`config.mk`:
```
export PLATFORM = sky130hd
export DESIGN_NAME = nv_access_ctrl
export DESIGN_NICKNAME = d
export VERILOG_FILES = /design/src/design/nv_stall_timer.v /design/src/design/nv_prog_timer.v /design/src/design/nv_access_ctrl.v
export VERILOG_INCLUDE_DIRS = /design/src /design/src/design
export SDC_FILE = /design/constraint.sdc
export NUM_CORES = 1
export LEC_CHECK = 0
export CAP_MARGIN = 20
export CELL_PAD_IN_SITES_DETAIL_PLACEMENT = 0
export CELL_PAD_IN_SITES_GLOBAL_PLACEMENT = 2
export CORE_MARGIN = 2
export CORE_UTILIZATION = 46
export CTS_BUF_LIST = sky130_fd_sc_hd__clkbuf_8
export DETAILED_ROUTE_END_ITERATION = 10
export DONT_BUFFER_PORTS = 1
export PLACE_DENSITY = 0.91
export SYNTH_ARGS = -nofsm -noshare
export SYNTH_HDL_FRONTEND = slang
export SYNTH_SLANG_ARGS = --single-unit
```
`constraint.sdc`:
```
create_clock -name clk -period 3.4 [get_ports clk]
set_input_delay 0.17 -clock clk [delete_from_list [all_inputs] [get_ports clk]]
set_output_delay 0.17 -clock clk [all_outputs]
set_load 0.01 [all_outputs]
```
`src/design/nv_access_defs.vh`:
```
/*
 Constants for the nonvolatile access controller: I/O offsets, control bit
 positions, reset values and timing counts.
 Assumes inclusion by bare name from the design files.
*/
`ifndef NV_ACCESS_DEFS_VH
`define NV_ACCESS_DEFS_VH

`define IO_DIRECT_MAX 8'h3f
`define IO_BIT_MAX 8'h1f
`define IO_MEM_OFFSET 8'h20
`define IO_EXT_LO 8'h60
`define IO_EXT_HI 8'hff
`define OFF_DATA_BYTE 8'h20
`define OFF_ADDR_LOW 8'h21
`define OFF_ADDR_HIGH 8'h22
`define OFF_CONTROL 8'h1f

`define CTL_READ_BIT 0
`define CTL_WRITE_BIT 1
`define CTL_ARM_BIT 2
`define CTL_IRQEN_BIT 3

`define ADDR_BITS_SMALL 9
`define ADDR_BITS_LARGE 11
`define ADDR_BITS_MAX 11

`define ARM_WINDOW_CYCLES 3'h4
`define READ_STALL_CYCLES 3'h4
`define WRITE_STALL_CYCLES 3'h2
`define PROG_RC_CYCLES 27072
`define RC_DIV_LAST 2'h1
`define PROG_LAST_TICK 15'h69bf

`define CTL_RESET 8'h00
`define DATA_RESET 8'h00

`endif

```
`src/design/nv_stall_timer.v`:
```
/*
 Countdown used to hold the processor for a fixed number of cycles.
 Assumes load is a one-cycle pulse from the controller, whose own output flop
 covers the first stall cycle, so this flag stands one cycle less than count.
*/
`include "nv_access_defs.vh"
`timescale 1ns/1ps
`default_nettype none
module nv_stall_timer (
    input wire clk,
    input wire rst_n,
    input wire load,
    input wire [2:0] count,
    output reg stall_reg
);
    reg [2:0] left_reg;
    always @(posedge clk or negedge rst_n) begin
        if (!rst_n) begin
            left_reg <= 3'h0;
            stall_reg <= 1'b0;
        end else if (load) begin
            left_reg <= count - 3'h2;
            stall_reg <= 1'b1;
        end else if (left_reg != 3'h0) begin
            left_reg <= left_reg - 3'h1;
        end else begin
            stall_reg <= 1'b0;
        end
    end
endmodule
`default_nettype wire

```
`src/design/nv_prog_timer.v`:
```
/*
 Program-time counter counting calibrated oscillator ticks.
 Assumes rc_tick is a one-cycle pulse per oscillator period; it keeps counting
 under a CPU reset so a running write finishes.
*/
`include "nv_access_defs.vh"
`timescale 1ns/1ps
`default_nettype none
module nv_prog_timer (
    input wire clk,
    input wire por_n,
    input wire start,
    input wire rc_tick,
    output reg busy_reg,
    output reg done_reg
);
    reg [14:0] ticks_reg;
    always @(posedge clk or negedge por_n) begin
        if (!por_n) begin
            ticks_reg <= 15'h0000;
            busy_reg <= 1'b0;
            done_reg <= 1'b0;
        end else begin
            done_reg <= 1'b0;
            if (start && !busy_reg) begin
                ticks_reg <= 15'h0000;
                busy_reg <= 1'b1;
            end else if (busy_reg && rc_tick) begin
                if (ticks_reg == `PROG_LAST_TICK) begin
                    busy_reg <= 1'b0;
                    done_reg <= 1'b1;
                end else begin
                    ticks_reg <= ticks_reg + 15'h0001;
                end
            end
        end
    end
endmodule
`default_nettype wire

```
`src/design/nv_access_ctrl.v`:
```
/*
 Nonvolatile byte-array access controller on the core I/O register bus:
 address, data and control registers, write arming, program timing, stalls.
 Assumes a single-cycle I/O bus from the core, the array model outside, and
 a power-on reset por_n separate from the system reset rst_n.
*/
// What this block does
// - Write continues and clock runs in power-down
// - Reset does not abort a running write
// - Small array: 9-bit address, upper bits zero
// - Large arrays: 11-bit address, bits 15:11 zero
// - Address undefined at reset; software loads it
// - Data register feeds writes, holds read byte
// - Ready request while write strobe clear, enabled
// - Write arm clears itself after four cycles
// - Write starts only within armed window
// - Read strobe fetches byte same instruction
// - Read stalls processor four cycles
// - Bit ops low I/O; memory view adds 0x20
// - Extended I/O reachable by data space only
// - Bit set, clear touch only addressed bit
// - Strobe clears after 27072 oscillator cycles
// - Ignore reads, address changes during write
// - Write start stalls processor two cycles
// - No write start during flash self-programming
`include "nv_access_defs.vh"
`timescale 1ns/1ps
`default_nettype none
module nv_access_ctrl #(
    parameter LARGE_ARRAY = 1,
    parameter ADDR_BITS = 11
) (
    input wire clk,
    input wire rst_n,
    input wire por_n,
    input wire [7:0] io_addr,
    input wire io_data_space,
    input wire io_wr,
    input wire io_rd,
    input wire io_bit_set,
    input wire io_bit_clr,
    input wire [2:0] io_bit_sel,
    input wire [7:0] io_wdata,
    input wire global_irq_enable,
    input wire flash_selfprog_busy,
    input wire sleep_power_down,
    input wire [7:0] array_rdata,
    output reg [7:0] io_rdata,
    output reg io_hit,
    output reg cpu_stall,
    output reg nv_ready_irq,
    output reg nv_clock_hold,
    output reg array_rd,
    output reg array_wr,
    output reg [10:0] array_addr,
    output reg [7:0] array_wdata
);
    reg rst_meta_reg;
    reg rst_sync_reg;
    always @(posedge clk or negedge rst_n) begin
        if (!rst_n) begin
            rst_meta_reg <= 1'b0;
            rst_sync_reg <= 1'b0;
        end else begin
            rst_meta_reg <= 1'b1;
            rst_sync_reg <= rst_meta_reg;
        end
    end

    reg [10:0] nv_address_reg;
    reg [7:0] nv_data_byte_reg;
    reg nv_ready_irq_enable_reg;
    reg nv_master_write_arm_reg;
    reg nv_read_strobe_reg;
    reg [2:0] arm_count_reg;
    reg [1:0] rc_div_reg;
    reg rc_tick_reg;
    wire prog_busy;
    wire prog_done;
    wire read_stall;
    wire write_stall;

    // Map both the direct I/O number and the data-space view
    wire direct_ok = !io_data_space && (io_addr <= `IO_DIRECT_MAX);
    wire [7:0] io_num = io_data_space ? (io_addr - `IO_MEM_OFFSET) : io_addr;
    wire space_ok = direct_ok || (io_data_space && io_addr >= `IO_MEM_OFFSET
        && io_addr < `IO_EXT_LO);
    wire bit_ok = !io_data_space && (io_addr <= `IO_BIT_MAX);
    wire bit_op = (io_bit_set || io_bit_clr) && bit_ok;
    wire sel_ctl = space_ok && io_num == `OFF_CONTROL;
    wire sel_dat = space_ok && io_num == `OFF_DATA_BYTE;
    wire sel_lo = space_ok && io_num == `OFF_ADDR_LOW;
    wire sel_hi = space_ok && io_num == `OFF_ADDR_HIGH;
    wire [10:0] addr_mask = LARGE_ARRAY ? 11'h7ff : 11'h1ff;

    // Current control image, reserved bits zero
    wire [7:0] ctl_now = {4'h0, nv_ready_irq_enable_reg, nv_master_write_arm_reg,
        prog_busy, nv_read_strobe_reg};
    // Bit operations modify only the addressed bit
    reg [7:0] ctl_wr;
    always @* begin
        ctl_wr = ctl_now;
        if (io_wr && sel_ctl)
            ctl_wr = io_wdata;
        else if (bit_op && sel_ctl && io_bit_set)
            ctl_wr[io_bit_sel] = 1'b1;
        else if (bit_op && sel_ctl && io_bit_clr)
            ctl_wr[io_bit_sel] = 1'b0;
    end
    wire ctl_write = sel_ctl && (io_wr || bit_op);
    wire arm_set = ctl_write && ctl_wr[`CTL_ARM_BIT] && !nv_master_write_arm_reg;
    wire write_go = ctl_write && ctl_wr[`CTL_WRITE_BIT] && nv_master_write_arm_reg
        && !prog_busy && !flash_selfprog_busy;
    wire read_go = ctl_write && ctl_wr[`CTL_READ_BIT] && !prog_busy;

    always @(posedge clk or negedge rst_sync_reg) begin
        if (!rst_sync_reg) begin
            nv_ready_irq_enable_reg <= 1'b0;
            nv_master_write_arm_reg <= 1'b0;
            nv_read_strobe_reg <= 1'b0;
            arm_count_reg <= 3'h0;
            nv_data_byte_reg <= `DATA_RESET;
        end else begin
            if (ctl_write)
                nv_ready_irq_enable_reg <= ctl_wr[`CTL_IRQEN_BIT];
            if (arm_set) begin
                nv_master_write_arm_reg <= 1'b1;
                arm_count_reg <= `ARM_WINDOW_CYCLES;
            end else if (nv_master_write_arm_reg) begin
                if (arm_count_reg == 3'h1 || write_go)
                    nv_master_write_arm_reg <= 1'b0;
                arm_count_reg <= arm_count_reg - 3'h1;
            end
            nv_read_strobe_reg <= 1'b0;
            if (read_go)
                nv_data_byte_reg <= array_rdata;
            else if (io_wr && sel_dat && !prog_busy)
                nv_data_byte_reg <= io_wdata;
        end
    end

    // Address is left undefined by reset; only writes load it
    always @(posedge clk) begin
        if (io_wr && sel_lo && !prog_busy)
            nv_address_reg[7:0] <= io_wdata;
        if (io_wr && sel_hi && !prog_busy)
            nv_address_reg[10:8] <= io_wdata[2:0] & addr_mask[10:8];
    end

    // Oscillator tick every second system clock, keeping the program time short
    always @(posedge clk or negedge por_n) begin
        if (!por_n) begin
            rc_div_reg <= 2'h0;
            rc_tick_reg <= 1'b0;
        end else begin
            rc_div_reg <= (rc_div_reg == `RC_DIV_LAST) ? 2'h0 : rc_div_reg + 2'h1;
            rc_tick_reg <= (rc_div_reg == `RC_DIV_LAST);
        end
    end

    // Program timer runs on power-on reset only, surviving system reset
    nv_prog_timer u_prog (
        .clk(clk),
        .por_n(por_n),
        .start(write_go),
        .rc_tick(rc_tick_reg),
        .busy_reg(prog_busy),
        .done_reg(prog_done)
    );

    nv_stall_timer u_rd_stall (
        .clk(clk),
        .rst_n(rst_sync_reg),
        .load(read_go),
        .count(`READ_STALL_CYCLES),
        .stall_reg(read_stall)
    );

    nv_stall_timer u_wr_stall (
        .clk(clk),
        .rst_n(rst_sync_reg),
        .load(write_go),
        .count(`WRITE_STALL_CYCLES),
        .stall_reg(write_stall)
    );

    // Registered outputs
    always @(posedge clk or negedge rst_sync_reg) begin
        if (!rst_sync_reg) begin
            io_rdata <= 8'h00;
            io_hit <= 1'b0;
            cpu_stall <= 1'b0;
            nv_ready_irq <= 1'b0;
            array_rd <= 1'b0;
            array_wr <= 1'b0;
            array_addr <= 11'h000;
            array_wdata <= 8'h00;
        end else begin
            io_hit <= (io_rd || io_wr || bit_op) && (sel_ctl || sel_dat || sel_lo || sel_hi);
            if (io_rd && sel_ctl)
                io_rdata <= ctl_now;
            else if (io_rd && sel_dat)
                io_rdata <= read_go ? array_rdata : nv_data_byte_reg;
            else if (io_rd && sel_lo)
                io_rdata <= nv_address_reg[7:0];
            else if (io_rd && sel_hi)
                io_rdata <= {5'h00, nv_address_reg[10:8] & addr_mask[10:8]};
            else
                io_rdata <= 8'h00;
            cpu_stall <= read_go || write_go || (read_stall && !read_go) ||
                (write_stall && !write_go);
            nv_ready_irq <= nv_ready_irq_enable_reg && global_irq_enable &&
                !prog_busy && !write_go;
            array_rd <= read_go;
            array_wr <= write_go;
            if (write_go)
                array_wdata <= nv_data_byte_reg;
            if (!prog_busy)
                array_addr <= nv_address_reg & addr_mask;
        end
    end

    // Clock hold keeps the program clock alive through power-down
    always @(posedge clk or negedge por_n) begin
        if (!por_n)
            nv_clock_hold <= 1'b0;
        else
            nv_clock_hold <= sleep_power_down && (prog_busy || write_go) && !prog_done;
    end

endmodule
`default_nettype wire

```
==> results.md <==
* Static Leak at 1.99 nW
* Post-synthesis async set-or-reset flop share at 0.874
* Setup Total Neg Slack at 0 ns
* Synth Flop Type: dfrtp_1
* TritonCTS clock tree: yes
* HPWL after DPL at 5850 um
* Final hold violation count at 0
* #FFs+latches synth at 87
* Share of cells above drive strength 1 at 0.133
* Buf/Inv on CP at 0
* Synthesized cell area at 4030 um2
* Setup violations, final at 0
* Starting Density at 0.469
* Ant diodes at 0
* Die Height at 97.6 um
* Clock Latency Late Sink at 0.36 ns
* Crit end category: register
* Max Cap Viol at 0
* Synthesized area per cell at 11.6 um2
* Yosys warnings at 0
* Cts bufs inserted at 9
* CTS-repair resized insts at 0
* F_max at 0.440 GHz
* Worst EP arrival at 2.52 ns
* Tcrit/Tclk final at 0.669
* Sinks on the clock net at 87
* Placer Congestion at 0.803
* Largest net degree at the start of global routing at 40
* EDFF count, synth at 11
* Power Total at 2.11 mW
* Root Driver: clkbuf_8
* Crit path time final at 2.28 ns
* Worst Setup Path Type: register to register
* Rel. slew slack at 0.368
* Drt via density at 5.48
* Initial DRT Pass Iterations at 4
* CP max FO at 18
* Synth cell types at 54
* Final nets at 417
* Cell Pwr Density at 467 nW/um2
* Max Root-Sink Buffers at 2
* Most frequent cells in the layout: dfrtp_1, nand2_1, nor2_1, dlygate4sd3_1, mux2i_1
* Outcome: finished clean
* Post-synth net total at 394
* Fin area at 4520 um2
* Initial antenna violation count at 0
* Die Footprint at 9530 um2
* Post-synthesis sequential area ratio at 0.554
* # hold bufs at CTS at 22
* Cells along the critical path: nor2_1 > nand2_1 > or3_1 > mux2_4 > and2b_1 > and3_1
* CTS clock-pin slew for the worst setup and hold paths at 0.10 ns
* Drt drc at 0
* Leading cell type in the layout, fill and taps excluded: dfrtp_1
* Drt initial violations at 100
* Max-slew violations at 0
* Worst-margin pin slew at 0.942 ns
* Critical path data required time at 3.65 ns
* Total number of vias at 2648
* I/O Buffers at 0
* Main area contributors after synthesis: dfrtp_1, edfxtp_1, mux2i_1
* Total grt overflow at 0
* ANT nets after route at 0
* Crit-path leading delay family: simple AND/OR/NAND/NOR gates
* Layout area overhead at 12.0%
* Gr usage total at 0.181
* Setup Buffers After CTS at 0
* Area leader, netlist: dfrtp_1
* CP max-delay cell: dfrtp_1
* RSZ-0062 raised after global routing: false
* Hold Path Class: input pin to register
* Maximum vdd drop at 0.212 mV
* Gate Count Post-Synth at 347
* Die Wd at 97.6 um
* Yosys top cell area share at 0.472
* Number of global-route vias before repair at 2651
* Wire length of the first global-routing pass at 13500 um
* Routed WL per cell at 17.4 um
* Max stage delay on crit path at 0.65 ns
* Clock Skews at 0.0162 ns
* Area post-placement at 4100 um2
* H-tree depth at 3
* Io pins at 71
* WL final at 8410 um
* Core area at 8590 um2
* Row cnt at 34
* Max reg flops at 15
* CP startpoint kind: register
layer usage:
layer | GRT usage | part of all wire
met4 | 0.0481 | 0.011
met2 | 0.295 | 0.48
met1 | 0.238 | 0.44
met5 | 0 | 0
met3 | 0.0540 | 0.064
layout make-up:
type | count | area [um2]
multi-input cells | 234 | 1670
inverters | 15 | 56.3
clock buffers | 9 | 124
clock inverters | 7 | 73.8
repair buffers | 23 | 228
fillers | 787 | 4080
flip-flops and latches | 87 | 2230
well taps | 108 | 135
worst reg2reg max path: stages (launching register included):
cell     delay [ns]
dfrtp_1        0.65
nor2_1         0.28
nand2_1        0.11
or3_1          0.36
mux2_4         0.38
and2b_1        0.22
and3_1         0.18
power by group:
group | leakage, nW | internal [mW] | total [mW] | switching (mW)
registers | 1.02 | 1.11 | 1.15 | 0.0450
logic | 0.865 | 0.121 | 0.253 | 0.132
clock network | 0.101 | 0.290 | 0.699 | 0.410
total | 1.99 | 1.52 | 2.11 | 0.587
path summary, 6_finish.rpt:
| check | slack, ns | depth (start not counted) | from | endpoint |
|---|---|---|---|---|
| hold reg to reg | 0.36 | 0 | rst_meta_reg$_DFF_PN0_ | rst_sync_reg$_DFF_PN0_ |
| max in group asynchronous | 2.25 | 1 | rst_sync_reg$_DFF_PN0_ | array_addr[1]$_DFFE_PN0N_ |
| min in group asynchronous | 0.03 | 1 | rst_n | rst_sync_reg$_DFF_PN0_ |
| hold / removal | 0.02 | 2 | io_wdata[7] | nv_data_byte_reg[7]$_DFFE_PN0P_ |
| setup reg to reg | 1.12 | 6 | u_prog.busy_reg$_DFFE_PN0P_ | nv_ready_irq$_DFF_PN0_ |
| setup / recovery | 1.12 | 6 | u_prog.busy_reg$_DFFE_PN0P_ | nv_ready_irq$_DFF_PN0_ |
synthesized netlist by cell type (4+ instances only):
cell type,n
a21oi_1,4
and3_1,10
buf_6,4
clkbuf_1,4
dfrtp_1,76
edfxtp_1,11
ha_1,9
inv_1,14
mux2_2,11
mux2_4,9
mux2i_1,16
nand2_1,34
nand3_1,8
nand4_1,8
nor2_1,33
nor2b_1,6
nor3_1,6
o21ai_0,10
o21ai_1,5
or3_1,4
xnor2_1,7
xor2_1,11
stage by stage:
step                      hold WS (ns)  cells   util  worst slack (ns)
after floorplan                 -0.126    347      -              1.42
after global routing            0.0124    483  0.525             0.984
after CTS                      0.00684    483  0.525              1.08
after global placement          -0.126    445  0.477             0.955
final                           0.0213    483  0.525              1.12
after detailed placement        -0.126    445  0.477             0.905
logic make-up after synthesis:
kind of cell / share of synthesized area
AOI/OAI and AO/OA: 0.0779
xor gates and xnor gates: 0.0391
adders and majority gates: 0.0279
buffers and inverters: 0.0335
DFF: 0.554
muxes: 0.104
other: 0.000930
and+or+nand+nor: 0.163
Note: power is estimated with default switching activity, not from simulation.
